`src/osc_cmd_pkg.sv`:
```
// constants for the oscillator two-wire command port
package osc_cmd_pkg;
  localparam logic [3:0] TYPE_CODE     = 4'hA;   // arbitrary device-type code
  localparam logic [7:0] CMD_DIVIDER   = 8'h01;
  localparam logic [7:0] CMD_MUX       = 8'h02;
  localparam logic [7:0] CMD_ADDR_CFG  = 8'h0D;
  localparam logic [7:0] CMD_COMMIT_NV = 8'h3F;
  localparam int         WC_BIT        = 3;
  localparam logic [15:0] DIV_RESET    = 16'h0000;
  localparam logic [15:0] MUX_RESET    = 16'h0000;
  localparam logic [7:0]  CFG_RESET    = 8'h00;
  localparam int          NV_WRITE_US  = 10;
  localparam int          CLOCK_MHZ    = 125;
  localparam int          NV_WRITE_CYC = NV_WRITE_US * CLOCK_MHZ;
endpackage

```
`src/oscillator_serial_command_port.sv`:
```
// two-wire slave command port with nonvolatile commit control
// Functional notes
// - The first byte after a start is a control byte whose upper four bits hold the type code.
// - The next three control bits are the device select bits, the low address bits.
// - The last control bit chooses read when one and write when zero.
// - The device acknowledges only when type code and select bits both match.
// - A write sends address, then a command byte that is acknowledged, then data bytes.
// - Command 01 writes or reads the divider register.
// - Command 02 writes or reads the output mux register.
// - Command 0D writes or reads the address configuration register.
// - With write control set, command 3F copies all three registers to nonvolatile memory.
// - With write control clear, contents are committed at the end of each command.
// - A write to the address configuration register commits at once, whatever write control.
// - During a nonvolatile write every request is answered with not-acknowledge.
// - The divider value is ten bits sent first byte high, second byte low six bits unused.
// - In the configuration byte bits 7..4 are zero, bit 3 is write control, bits 2..0 select.
// - In power-down the registers cannot be programmed.
`timescale 1ns/1ns
module oscillator_serial_command_port #(
  parameter int NvWriteCycles = osc_cmd_pkg::NV_WRITE_CYC
) (
  input  wire logic        clock,
  input  wire logic        sys_rst,
  // two-wire pins
  input  wire logic        sclIn,
  input  wire logic        sdaIn,
  output logic             sdaOut,
  output logic             sdaOe,
  // device state
  input  wire logic        powerDown,
  output logic [15:0]      dividerSetting,
  output logic [15:0]      outputMuxSetting,
  output logic [7:0]       addressConfig,
  output logic             nvWriteBusy,
  output logic             nvCommitPulse
);
  typedef enum logic [4:0] {
    S_IDLE = 5'h01, S_ADDR = 5'h02, S_CMD = 5'h04, S_WDATA = 5'h08, S_RDATA = 5'h10
  } phase_e;

  typedef struct packed {
    logic [1:0]  sclSync;
    logic [1:0]  sdaSync;
    logic        sclPrev;
    logic        sdaPrev;
    phase_e      phase;
    logic [3:0]  bitCnt;
    logic [7:0]  shift;
    logic        ackSlot;
    logic        ackDrive;
    logic        rdBit;
    logic        mstNack;
    logic [7:0]  cmd;
    logic        byteIdx;
    logic        dirty;
    logic [15:0] divReg;
    logic [15:0] muxReg;
    logic [7:0]  cfgReg;
    logic [15:0] nvCnt;
    logic        commit;
  } state_s;

  state_s cur_q, nxt_d;

  logic sclRise, sclFall, startCond, stopCond, addrMatch, wc;
  logic [7:0] rdByte;
  logic [7:0] rxByte;

  assign sclRise   = cur_q.sclSync[1] & ~cur_q.sclPrev;
  assign sclFall   = ~cur_q.sclSync[1] & cur_q.sclPrev;
  assign startCond = cur_q.sclSync[1] & cur_q.sclPrev & cur_q.sdaPrev & ~cur_q.sdaSync[1];
  assign stopCond  = cur_q.sclSync[1] & cur_q.sclPrev & ~cur_q.sdaPrev & cur_q.sdaSync[1];
  assign rxByte    = {cur_q.shift[6:0], cur_q.sdaSync[1]};
  assign wc        = cur_q.cfgReg[osc_cmd_pkg::WC_BIT];
  // type code in the top nibble, select bits from the configuration register
  assign addrMatch = (cur_q.shift[7:4] == osc_cmd_pkg::TYPE_CODE)
                   && (cur_q.shift[3:1] == cur_q.cfgReg[2:0]);

  always_comb begin
    unique case (cur_q.cmd)
      osc_cmd_pkg::CMD_DIVIDER:  rdByte = cur_q.byteIdx ? cur_q.divReg[7:0] : cur_q.divReg[15:8];
      osc_cmd_pkg::CMD_MUX:      rdByte = cur_q.byteIdx ? cur_q.muxReg[7:0] : cur_q.muxReg[15:8];
      osc_cmd_pkg::CMD_ADDR_CFG: rdByte = cur_q.cfgReg;
      default:                   rdByte = 8'hFF;
    endcase
  end

  ////////////////////////////////////////////////////////////////////////////////
  always_comb begin
    nxt_d = cur_q;
    nxt_d.sclSync = {cur_q.sclSync[0], sclIn};
    nxt_d.sdaSync = {cur_q.sdaSync[0], sdaIn};
    nxt_d.sclPrev = cur_q.sclSync[1];
    nxt_d.sdaPrev = cur_q.sdaSync[1];
    nxt_d.commit  = 1'b0;
    // one counter is the only busy source, so a commit during a commit just restarts it
    if (cur_q.nvCnt != 16'h0000) begin
      nxt_d.nvCnt = cur_q.nvCnt - 16'h0001;
    end
    if (startCond) begin
      // a repeated start keeps the command so a read can follow it
      if (cur_q.dirty && !wc && cur_q.phase == S_WDATA) begin
        nxt_d.commit = 1'b1;
        nxt_d.dirty  = 1'b0;
      end
      nxt_d.phase    = S_ADDR;
      nxt_d.bitCnt   = 4'h0;
      nxt_d.ackSlot  = 1'b0;
      nxt_d.ackDrive = 1'b0;
      nxt_d.rdBit    = 1'b0;
      nxt_d.byteIdx  = 1'b0;
    end else if (stopCond) begin
      if (cur_q.dirty && !wc) begin
        nxt_d.commit = 1'b1;
      end
      nxt_d.dirty    = 1'b0;
      nxt_d.phase    = S_IDLE;
      nxt_d.ackDrive = 1'b0;
      nxt_d.rdBit    = 1'b0;
    end else if (cur_q.phase != S_IDLE) begin
      if (sclRise && !cur_q.ackSlot) begin
        nxt_d.shift  = rxByte;
        nxt_d.bitCnt = cur_q.bitCnt + 4'h1;
      end else if (sclRise && cur_q.ackSlot && cur_q.phase == S_RDATA) begin
        nxt_d.mstNack = cur_q.sdaSync[1];
      end
      if (sclFall) begin
        if (cur_q.ackSlot) begin
          nxt_d.ackSlot  = 1'b0;
          nxt_d.ackDrive = 1'b0;
          nxt_d.bitCnt   = 4'h0;
          if (cur_q.phase == S_RDATA) begin
            if (cur_q.mstNack) begin
              nxt_d.phase = S_IDLE;
              nxt_d.rdBit = 1'b0;
            end else begin
              nxt_d.byteIdx = ~cur_q.byteIdx;
              nxt_d.shift   = rdByte;
              nxt_d.rdBit   = rdByte[7];
            end
          end
        end else if (cur_q.bitCnt == 4'h8) begin
          nxt_d.ackSlot = 1'b1;
          nxt_d.rdBit   = 1'b0;
          unique case (cur_q.phase)
            S_ADDR: begin
              // no address is acknowledged while the nonvolatile write runs
              if (addrMatch && cur_q.nvCnt == 16'h0000) begin
                nxt_d.ackDrive = 1'b1;
                if (cur_q.shift[0]) begin
                  nxt_d.phase = S_RDATA;
                  nxt_d.shift = rdByte;
                end else begin
                  nxt_d.phase = S_CMD;
                end
              end else begin
                nxt_d.phase = S_IDLE;
              end
            end
            S_CMD: begin
              nxt_d.ackDrive = 1'b1;
              nxt_d.cmd      = cur_q.shift;
              nxt_d.byteIdx  = 1'b0;
              nxt_d.phase    = S_WDATA;
              if (cur_q.shift == osc_cmd_pkg::CMD_COMMIT_NV && wc && !powerDown) begin
                nxt_d.commit = 1'b1;
              end
            end
            S_WDATA: begin
              nxt_d.ackDrive = 1'b1;
              nxt_d.byteIdx  = ~cur_q.byteIdx;
              if (!powerDown) begin
                unique case (cur_q.cmd)
                  osc_cmd_pkg::CMD_DIVIDER: begin
                    // ten bits left-justified over two bytes
                    if (cur_q.byteIdx) nxt_d.divReg[7:0] = {cur_q.shift[7:6], 6'h00};
                    else               nxt_d.divReg[15:8] = cur_q.shift;
                    nxt_d.dirty = 1'b1;
                  end
                  osc_cmd_pkg::CMD_MUX: begin
                    if (cur_q.byteIdx) nxt_d.muxReg[7:0] = cur_q.shift;
                    else               nxt_d.muxReg[15:8] = cur_q.shift;
                    nxt_d.dirty = 1'b1;
                  end
                  osc_cmd_pkg::CMD_ADDR_CFG: begin
                    nxt_d.cfgReg = {4'h0, cur_q.shift[3:0]};
                    nxt_d.commit = 1'b1;
                    nxt_d.dirty  = 1'b0;
                  end
                  default: ;
                endcase
              end
            end
            S_RDATA: nxt_d.ackDrive = 1'b0; // the master acknowledges read bytes
            default: nxt_d.phase = S_IDLE;
          endcase
        end else if (cur_q.phase == S_RDATA) begin
          nxt_d.rdBit = cur_q.shift[7]; // bits already sent have shifted out of the top
        end
      end
    end
    if (nxt_d.commit) begin
      nxt_d.nvCnt = NvWriteCycles[15:0];
    end
  end

  always_ff @(posedge clock) begin
    if (sys_rst) begin
      cur_q <= '{sclSync: 2'b11, sdaSync: 2'b11, sclPrev: 1'b1, sdaPrev: 1'b1,
                 phase: S_IDLE, bitCnt: 4'h0, shift: 8'h00, ackSlot: 1'b0,
                 ackDrive: 1'b0, rdBit: 1'b0, mstNack: 1'b0, cmd: 8'h00,
                 byteIdx: 1'b0, dirty: 1'b0, divReg: osc_cmd_pkg::DIV_RESET,
                 muxReg: osc_cmd_pkg::MUX_RESET, cfgReg: osc_cmd_pkg::CFG_RESET,
                 nvCnt: 16'h0000, commit: 1'b0};
    end else begin
      cur_q <= nxt_d;
    end
  end

  ////////////////////////////////////////////////////////////////////////////////
  // open drain: only ever pull low
  assign sdaOut           = 1'b0;
  // the first read bit must be driven as soon as the ack slot ends, not one bit late
  assign sdaOe            = cur_q.ackDrive | (cur_q.phase == S_RDATA && !cur_q.ackSlot
                                              && !cur_q.rdBit);
  assign dividerSetting   = cur_q.divReg;
  assign outputMuxSetting = cur_q.muxReg;
  assign addressConfig    = cur_q.cfgReg;
  assign nvWriteBusy      = (cur_q.nvCnt != 16'h0000);
  assign nvCommitPulse    = cur_q.commit;

  ////////////////////////////////////////////////////////////////////////////////
  a_busy_no_ack: assert property (@(posedge clock) disable iff (sys_rst)
    (cur_q.phase == S_ADDR && sclFall && cur_q.bitCnt == 4'h8 && nvWriteBusy)
    |=> !cur_q.ackDrive) else $error("ack given during nonvolatile write");
  a_cfg_commit_now: assert property (@(posedge clock) disable iff (sys_rst)
    (cur_q.phase == S_WDATA && sclFall && !cur_q.ackSlot && cur_q.bitCnt == 4'h8
     && cur_q.cmd == osc_cmd_pkg::CMD_ADDR_CFG && !powerDown)
    |=> nvCommitPulse ##1 nvWriteBusy) else $error("config write not committed");
  a_cfg_reserved_zero: assert property (@(posedge clock) disable iff (sys_rst)
    addressConfig[7:4] == 4'h0) else $error("reserved config bits set");
  a_div_low_zero: assert property (@(posedge clock) disable iff (sys_rst)
    dividerSetting[5:0] == 6'h00) else $error("unused divider bits set");
  a_pdn_no_prog: assert property (@(posedge clock) disable iff (sys_rst)
    powerDown && $past(powerDown) |-> $stable(dividerSetting) && $stable(outputMuxSetting)
    && $stable(addressConfig)) else $error("register changed in power-down");
  a_mismatch_no_ack: assert property (@(posedge clock) disable iff (sys_rst)
    (cur_q.phase == S_ADDR && sclFall && cur_q.bitCnt == 4'h8 && !addrMatch)
    |=> !cur_q.ackDrive && cur_q.phase == S_IDLE) else $error("ack on foreign address");
  a_stop_autocommit: assert property (@(posedge clock) disable iff (sys_rst)
    (stopCond && cur_q.dirty && !wc) |=> nvCommitPulse) else $error("no commit at stop");
  a_commit_wc_gated: assert property (@(posedge clock) disable iff (sys_rst)
    (cur_q.phase == S_CMD && sclFall && cur_q.bitCnt == 4'h8 && !startCond && !stopCond
     && cur_q.shift == osc_cmd_pkg::CMD_COMMIT_NV && wc && !powerDown)
    |=> nvCommitPulse) else $error("commit command ignored");

  ////////////////////////////////////////////////////////////////////////////////
  // protocol decode, register storage and commit gating
  a_read_goes_rdata: assert property (@(posedge clock) disable iff (sys_rst)
    (cur_q.phase == S_ADDR && sclFall && cur_q.bitCnt == 4'h8 && addrMatch && !nvWriteBusy
     && cur_q.shift[0])
    |=> cur_q.phase == S_RDATA && cur_q.ackDrive) else $error("read direction not taken");
  a_write_goes_cmd: assert property (@(posedge clock) disable iff (sys_rst)
    (cur_q.phase == S_ADDR && sclFall && cur_q.bitCnt == 4'h8 && addrMatch && !nvWriteBusy
     && !cur_q.shift[0])
    |=> cur_q.phase == S_CMD && cur_q.ackDrive) else $error("write direction not taken");
  a_cmd_acked: assert property (@(posedge clock) disable iff (sys_rst)
    (cur_q.phase == S_CMD && sclFall && !cur_q.ackSlot && cur_q.bitCnt == 4'h8)
    |=> cur_q.ackDrive && cur_q.phase == S_WDATA) else $error("command byte not acknowledged");
  a_div_high_store: assert property (@(posedge clock) disable iff (sys_rst)
    (cur_q.phase == S_WDATA && sclFall && !cur_q.ackSlot && cur_q.bitCnt == 4'h8 && !powerDown
     && cur_q.cmd == osc_cmd_pkg::CMD_DIVIDER && !cur_q.byteIdx)
    |=> dividerSetting[15:8] == $past(cur_q.shift)) else $error("divider high byte lost");
  a_div_low_store: assert property (@(posedge clock) disable iff (sys_rst)
    (cur_q.phase == S_WDATA && sclFall && !cur_q.ackSlot && cur_q.bitCnt == 4'h8 && !powerDown
     && cur_q.cmd == osc_cmd_pkg::CMD_DIVIDER && cur_q.byteIdx)
    |=> dividerSetting[7:6] == $past(cur_q.shift[7:6])) else $error("divider low bits lost");
  a_mux_low_store: assert property (@(posedge clock) disable iff (sys_rst)
    (cur_q.phase == S_WDATA && sclFall && !cur_q.ackSlot && cur_q.bitCnt == 4'h8 && !powerDown
     && cur_q.cmd == osc_cmd_pkg::CMD_MUX && cur_q.byteIdx)
    |=> outputMuxSetting[7:0] == $past(cur_q.shift)) else $error("mux low byte lost");
  a_cfg_store: assert property (@(posedge clock) disable iff (sys_rst)
    (cur_q.phase == S_WDATA && sclFall && !cur_q.ackSlot && cur_q.bitCnt == 4'h8 && !powerDown
     && cur_q.cmd == osc_cmd_pkg::CMD_ADDR_CFG)
    |=> addressConfig[3:0] == $past(cur_q.shift[3:0])) else $error("config byte lost");
  a_undef_no_change: assert property (@(posedge clock) disable iff (sys_rst)
    (cur_q.phase == S_WDATA && sclFall && !cur_q.ackSlot && cur_q.bitCnt == 4'h8
     && cur_q.cmd != osc_cmd_pkg::CMD_DIVIDER && cur_q.cmd != osc_cmd_pkg::CMD_MUX
     && cur_q.cmd != osc_cmd_pkg::CMD_ADDR_CFG)
    |=> $stable(dividerSetting) && $stable(outputMuxSetting) && $stable(addressConfig)
    && !nvCommitPulse) else $error("undefined command changed state");
  a_wc_no_autocommit: assert property (@(posedge clock) disable iff (sys_rst)
    (stopCond && wc) |=> !nvCommitPulse) else $error("auto commit with write control set");
  a_pdn_no_commit: assert property (@(posedge clock) disable iff (sys_rst)
    (cur_q.phase == S_CMD && sclFall && !cur_q.ackSlot && cur_q.bitCnt == 4'h8 && powerDown
     && cur_q.shift == osc_cmd_pkg::CMD_COMMIT_NV) |=> !nvCommitPulse)
    else $error("commit taken in power-down");
  a_read_nack_idle: assert property (@(posedge clock) disable iff (sys_rst)
    (cur_q.phase == S_RDATA && sclFall && cur_q.ackSlot && cur_q.mstNack)
    |=> cur_q.phase == S_IDLE && !sdaOe) else $error("read not ended by master nack");
  // sda may only move while scl is low, otherwise the master would see a start or stop
  a_sda_edge_only: assert property (@(posedge clock) disable iff (sys_rst)
    $changed(sdaOe) |-> $past(sclFall) || $past(startCond) || $past(stopCond))
    else $error("sda moved while scl high");
  a_busy_on_commit: assert property (@(posedge clock) disable iff (sys_rst)
    $rose(nvWriteBusy) |-> nvCommitPulse) else $error("busy without commit");
endmodule // oscillator_serial_command_port

```
`config.mk`:
```
export PLATFORM = sky130hd
export DESIGN_NAME = oscillator_serial_command_port
export DESIGN_NICKNAME = d
export VERILOG_FILES = /design/src/osc_cmd_pkg.sv /design/src/oscillator_serial_command_port.sv
export SDC_FILE = /design/constraint.sdc
export NUM_CORES = 1
export LEC_CHECK = 0
export ABC_AREA = 1
export BUFFER_PORTS_ARGS = -buffer_cell sky130_fd_sc_hd__buf_2
export CAP_MARGIN = 20
export CORE_ASPECT_RATIO = 0.5
export CORE_MARGIN = 5
export CORE_UTILIZATION = 54
export CTS_CLUSTER_DIAMETER = 30
export DETAILED_ROUTE_END_ITERATION = 16
export GPL_TIMING_DRIVEN = 0
export PLACE_DENSITY_LB_ADDON = 0.08
export SLEW_MARGIN = 5
export SYNTH_ARGS = -nofsm -noshare
export SYNTH_HDL_FRONTEND = slang
export SYNTH_SLANG_ARGS = --single-unit
```
`constraint.sdc`:
```
create_clock -name clock -period 1.8 [get_ports clock]
set_input_delay 0.09 -clock clock [delete_from_list [all_inputs] [get_ports clock]]
set_output_delay 0.09 -clock clock [all_outputs]
set_load 0.05 [all_outputs]
```
Yosys cells after proc, flatten, opt, wreduce, memory -nomap -nowiden
Index checks and enable logic that the tools add are counted.
{"block": "word_totals", "reg_bits": 84, "input_bits": 5, "elab_cells": 184}
{"block": "classes", "addsub": 2, "eq_ne": 23, "mux": 68, "bitwise": 18, "n_reduce_logical": 50}
{"cell": "41-bit 2-to-1 mux", "n": 3}
{"cell": "8-bit 2-to-1 mux", "n": 13}
{"cell": "50-bit 2-to-1 mux", "n": 2}
{"cell": "68-bit 2-to-1 mux", "n": 1}
{"cell": "10-bit AND reduction", "n": 4}
{"cell": "11-bit 2-to-1 mux", "n": 3}
{"cell": "16-bit 2-to-1 mux", "n": 2}
{"cell": "5-bit 2-to-1 mux", "n": 6}
{"cell": "1-bit 2-to-1 mux", "n": 24}
{"cell": "8-bit case mux with 3 select lines", "n": 1}
{"cell": "17-bit 2-to-1 mux", "n": 1}
{"cell": "16-bit zero test", "n": 1}
{"cell": "16-bit nonzero test", "n": 1}
{"cell": "16-bit by 1-bit subtractor with 16-bit output (second input constant)", "n": 1}
{"cell": "5-bit case mux with 3 select lines", "n": 1}
{"cell": "3-bit nonzero test", "n": 5}
{"cell": "7-bit AND reduction", "n": 2}
{"cell": "13-bit 2-to-1 mux", "n": 1}
{"cell": "12-bit 2-to-1 mux", "n": 1}
{"cell": "6-bit AND reduction", "n": 2}
{"cell": "4-bit nonzero test", "n": 3}
{"cell": "1-bit logical AND", "n": 11}
{"cell": "10-bit 2-to-1 mux", "n": 1}
{"cell": "1-bit inverter", "n": 10}
{"cell": "35 further kinds", "n": 61}

Longest topological paths before layout
{"block": "depth", "word_depth": 13, "mapped_depth": 15, "mapped_depth_nobuf": 15}

Worst setup path after synthesis
OpenSTA, ideal clock, no wires.
{"block": "synth_timing", "path_type": "register -> output", "from": "register cur_q[84] in the netlist's numbering", "to": "output port sdaOe", "arrival_ps": 2018, "t_required_ps": 1710, "path_slack_ps": -308, "stages_incl_launch_ff": 6, "path_buffers": 0, "path_cell_list": "dfxtp_1 > nor2_1 > inv_1 > nor3_2 > inv_2 > o31ai_1"}
{"block": "synth_via", "elab_chain_len": 4}
{"element": "start, declared", "line": "oscillator_serial_command_port.sv:63", "text": "state_s cur_q, nxt_d;"}
{"element": "start signal, assigned", "line": "oscillator_serial_command_port.sv:209", "text": "cur_q <= '{sclSync: 2'b11, sdaSync: 2'b11, sclPrev: 1'b1, sdaPrev: 1'b1,"}
{"element": "start signal, assigned", "line": "oscillator_serial_command_port.sv:216", "text": "cur_q <= nxt_d;"}
{"element": "5-bit equality test", "line": "oscillator_serial_command_port.sv:224", "text": "assign sdaOe = cur_q.ackDrive | (cur_q.phase == S_RDATA && !cur_q.ackSlot"}
{"element": "1-bit logical AND", "line": "oscillator_serial_command_port.sv:224"}
{"element": "1-bit logical AND", "line": "oscillator_serial_command_port.sv:225", "text": "&& !cur_q.rdBit);"}
{"element": "1-bit bitwise OR", "line": "oscillator_serial_command_port.sv:224"}
{"element": "end, declared", "line": "oscillator_serial_command_port.sv:28", "text": "output logic sdaOe,"}
Every way passes these cells.

Worst setup path after layout
{"block": "layout_timing", "from": "register cur_q[1] in the netlist's numbering", "to": "register cur_q[73] in the netlist's numbering"}
{"block": "layout_via", "elab_chain_len": 7}
{"element": "16-bit zero test", "line": "oscillator_serial_command_port.sv:148", "text": "if (addrMatch && cur_q.nvCnt == 16'h0000) begin"}
{"element": "1-bit logical AND", "line": "oscillator_serial_command_port.sv:148"}
{"element": "8-bit 2-to-1 mux", "line": "oscillator_serial_command_port.sv:148"}
{"element": "8-bit 2-to-1 mux", "line": "oscillator_serial_command_port.sv:145", "text": "unique case (cur_q.phase)"}
{"element": "10-bit 2-to-1 mux", "line": "oscillator_serial_command_port.sv:142", "text": "end else if (cur_q.bitCnt == 4'h8) begin"}
{"element": "11-bit 2-to-1 mux", "line": "oscillator_serial_command_port.sv:128", "text": "if (cur_q.ackSlot) begin"}
{"element": "17-bit 2-to-1 mux", "line": "oscillator_serial_command_port.sv:127", "text": "if (sclFall) begin"}
Every way passes these cells. The select of a mux whose other input is x is not followed.
A chain may end at the register's enable or synchronous reset.

==> metrics list <==
- In this run the cell area measured after placement is just over 0.005 mm^2.
* Global placer's final weighted congestion: 0.942
* Peak supply drop: between 1000 and 1500 uV
* Uppermost metal layer occupied by signal nets: met4
- Post-layout util: ~71%
- The worst setup path is launched from a flip-flop.
- The initialized floorplan defines 24 standard-cell rows.
* Most common cell after layout, fill and taps aside: sky130_fd_sc_hd__nand2_1
- The die is roughly 140 um wide.
- Excluding fillers, the count of instances in the completed layout stands at 914.
- Final setup slack of the worst path: -54.0 ps
- The die is roughly 77 um tall.
- Synth top area share: around a third
* Static leakage: 2.80 nW
- Count of placed standard cells including taps: around 860
- The tightest hold path in the finished design has a slack of roughly 320 ps.
- Switching power: between 2 and 2.5 mW
- The repair_antennas step left the layout with diodes totalling 0.
- CTS max path bufs: 2
- In the synthesized netlist the dominant register cell turns out to be sky130_fd_sc_hd__dfxtp_1.
* Pin count of the biggest net entering global routing: 14
- Counting flops with a built-in enable in the synthesized netlist gives 0.
- Min cycle time layout: ~1900 ps
* Multi-input gate area: between 0.002 and 0.003 mm^2
* Pre-CTS setup slack: -307 ps
* Met3 routed wirelength: between 1000 and 1500 um
* Largest cells by area after synthesis: sky130_fd_sc_hd__dfxtp_1 35%, sky130_fd_sc_hd__nand2_1 9.3%, sky130_fd_sc_hd__inv_1 7.4%, sky130_fd_sc_hd__buf_4 6.6%, sky130_fd_sc_hd__o21ai_0 6.3%
- Setup repair after global routing could not meet its margin everywhere.
- Buffers inserted during clock tree synthesis total 9.
* Outcome: finished, violations left
- Leaving out fill and tap cells, the most frequent cells in the layout are 109 x sky130_fd_sc_hd__nand2_1, 84 x sky130_fd_sc_hd__inv_1, 73 x sky130_fd_sc_hd__buf_4.
- Setup violations remaining at the end of the flow were counted as 3.
- Sequential cells were found to cover 35.1% of the synthesized design area.
- Overall power after layout: around 6.2 mW
- TritonCTS built the clock tree.
- Dividing the detail-routed via count by the number of cells gives about 5.3.
- Ratio of total power to cell area: around 1000 mW/mm^2
- In the final layout, flip-flops and latches occupy roughly 0.0017 mm^2.
- Flops & latches, synth: 84
* Worst path most repeated cell: sky130_fd_sc_hd__nand2_1
* Worst reg-to-reg setup slack: -50 ps
- By startpoint and endpoint, the worst setup path is classified as reg -> reg.
- CP Data Required Time: 2040 ps
- The largest single stage delay on the critical path is 350 ps.
* Share of layout cells above drive strength 1: between 30% and 40%
- Critical path data arrival time: between 2000 and 2500 ps
* Count of unresolved DRC violations after routing: 0
- In the synthesized netlist the async set-or-reset flop fraction comes to 0%.
- The first global-routing pass estimated roughly 22000 um of wire.
- STA classifies the critical path endpoint as a flip-flop.
* Detailed-route wire length: ~14000 um
- Core Footprint: 0.00868 mm^2
- The number of cells on the worst reg-to-reg path is 15.
* Initial cell density of the core: a little under three fifths
- Die area: between 0.01 and 0.015 mm^2
- Cell-by-cell trace of the critical path: inv_4 > ha_4 > inv_2 > nor2_1 > nand2_1 > nor2_2 > nand2_4 > nor2_4 > nand3_2 > nand2_2 > nand2_4 > a21oi_2 > nand2_1 > nand2_1 > inv_1
- Total gr overflow: 0
- Vias in the first global route: ~4500
- After clock tree synthesis, the clock-pin slew on the worst setup and hold paths is around 60 ps.
- MaxCap Viol Count: 0
* Reg-to-reg critical path startpoint: cur_q[1]
* Part of the total power dissipated in the clock network: 30.0%
- Count of final max-slew check failures: 0
* Wire length on met1: about 6000 um
- Rel. slew slack: 63.0%
* Total routing resource utilization after global routing: 25.0%
* Net switching fraction of the power: between 30% and 40%
* Failing checks: setup timing
* Hold crit path type: in -> reg
- Worst clock skew: roughly 7 ps
- Highest net fanout along the worst path: 6
- Internal power consumption: 3.95 mW
* Hold Path Origin: powerDown
* Number of instances in the synthesized netlist: 700
- Length of the first detailed-routing pass in iterations: 8
* Unique cell type count in the Yosys netlist: between 40 and 50
- The final critical path takes up 103% of the cycle.
* Antenna Nets Post-Route: 0
- Num Clock Sinks: 84
* Number of vias after detailed routing: approximately 5000
- After synthesis, the mean cell area works out to a little under 7 um^2.
* Detailed router's first-iteration violation count: approximately 440
- The slowest stage of the critical path is the sky130_fd_sc_hd__dfxtp_4 cell.
* Final HPWL from detailed placement: just under 10000 um
- Final net count: between 800 and 900
- Setup TNS after final layout: -92.4 ps
* H-tree depth reported by CTS: 3
- Layout filler cell count: between 700 and 800
* Met2 routed WL: around 6500 um
* Endpoint, Worst Hold: cur_q[57]
* Number of top-level design ports: between 40 and 50
* Relative area change from synthesis to final layout: 28.0%
- Clock root cell: sky130_fd_sc_hd__clkbuf_16
* WHS Path Cells: 6
* Avg WL per Cell: 15.4 um
* Antenna violations before repair: 0
- The Yosys step of the flow raised 0 warnings.
* Tightest Pin Transition: 551 ps
- In this run the worst setup path begins at cur_q[1].
- The final-report hold violation count was 0.
- The finished cells cover between 0.006 and 0.007 mm^2.
- The mapped netlist covers ~0.0048 mm^2.
* Maximum achievable frequency: between 0.5 and 0.6 GHz
* Worst r2r dst: cur_q[73]
* Cell type with the highest aggregate area in the netlist: sky130_fd_sc_hd__dfxtp_1
- Sequential cell fraction of total power: 37.2%
- At the later pin of the worst-skew pair, clock insertion delay measures about 340 ps.
- Number of buffer cells added on primary ports: 36
- Combinational cells account for between 30% and 40% of the total power.
## worst max path at each step
stage,cells after the start,slack (ps),end
6_report,15,-50,cur_q[73]
5_1_grt,15,-150,cur_q[73]
4_1_cts,11,0.2,cur_q[9]
3_3_place_gp,10,-310,cur_q[9]
2_1_floorplan,15,30,cur_q[73]
3_5_place_dp,10,-310,cur_q[9]
## registers in the layout (all words and copies together), names as in the netlist
| register | flops |
|---|---|
| nvCommitPulse | 1 |
| dividerSetting | 10 |
| cur_q | 53 |
| addressConfig | 4 |
| outputMuxSetting | 16 |
## kinds of logic (layout without fill, tap and decap cells)
| kind of cell | count (synthesis) | count (layout) | share of synthesized area, % |
|---|---|---|---|
| simple gates | 300 | 300 | 29.7 |
| buf+inv | 159 | 246 | 16.2 |
| compound gates | 144 | 144 | 16.4 |
| flops | 84 | 84 | 35.1 |
| xor+xnor | 8 | 8 | 1.46 |
| fa+ha+maj | 4 | 4 | 1.05 |
| other cells | 1 | 11 | 0.0783 |
## layout make-up
class                           instances  share of cell area [%]
Multi-Input combinational cell        467                    43.5
Sequential cell                        84                    27.9
Timing Repair Buffer                   72                    8.15
Buffer                                 59                    6.88
Inverter                               99                    6.35
Clock buffer                           12                    4.02
Tap cell                              117                    2.39
Clock inverter                          4                   0.796
## critical path, delay by kind of cell (launching register included)
kind / cells / cell delay [ps]
AOI/OAI and AO/OA: 1 / 140
and+or+nand+nor: 10 / 990
DFF: 1 / 350
adders and majority gates: 1 / 120
buffers and inverters: 3 / 140
## cell usage after synthesis, types with 3 or more instances
master and number:
sky130_fd_sc_hd__a21oi_1 59, sky130_fd_sc_hd__buf_2 8, sky130_fd_sc_hd__nand4_2 3, sky130_fd_sc_hd__nor2_1 75, sky130_fd_sc_hd__nand2_2 6, sky130_fd_sc_hd__a211oi_1 5, sky130_fd_sc_hd__xor2_1 8, sky130_fd_sc_hd__nand4_1 11
sky130_fd_sc_hd__dfxtp_1 84, sky130_fd_sc_hd__clkbuf_1 9, sky130_fd_sc_hd__ha_1 4, sky130_fd_sc_hd__nor3_2 3, sky130_fd_sc_hd__nor2_2 6, sky130_fd_sc_hd__o21ai_1 4, sky130_fd_sc_hd__nand2_1 118, sky130_fd_sc_hd__buf_4 42
sky130_fd_sc_hd__or2_2 4, sky130_fd_sc_hd__o31ai_1 3, sky130_fd_sc_hd__nor4_1 6, sky130_fd_sc_hd__nor3_1 9, sky130_fd_sc_hd__nand3_2 3, sky130_fd_sc_hd__nand3_1 41, sky130_fd_sc_hd__o21ai_0 60, sky130_fd_sc_hd__inv_2 4
sky130_fd_sc_hd__inv_1 94, sky130_fd_sc_hd__nor2_4 3
## power groups by stage
stage	Sequential, mW	Clock [mW]	Combinational [mW]
finish	2.30	1.85	2.02
global route	2.32	1.97	2.26
CTS	2.26	1.86	1.80
detailed placement	2.28	0	1.66
global placement	2.28	0	1.64
floorplan	2.23	0	1.35
## per-layer routing
metal,global-route usage (%),vias up
met3,4.76,32
li1,-,2419
met5,0,-
met1,33.0,2224
met4,7.12,0
met2,41.6,193
## timing repair
| item | 4_1_cts | 5_1_grt |
|---|---|---|
| hold buffers | 2 | 0 |
| buffers inserted | 14 | 19 |
| resized for setup | 37 | 81 |
| pin swaps | 14 | 25 |
| endpoints found under the setup margin | 58 | 66 |
| hold endpoints to repair | 2 | 0 |
| gates cloned | 0 | 2 |
(Power assumes the default switching activity.)
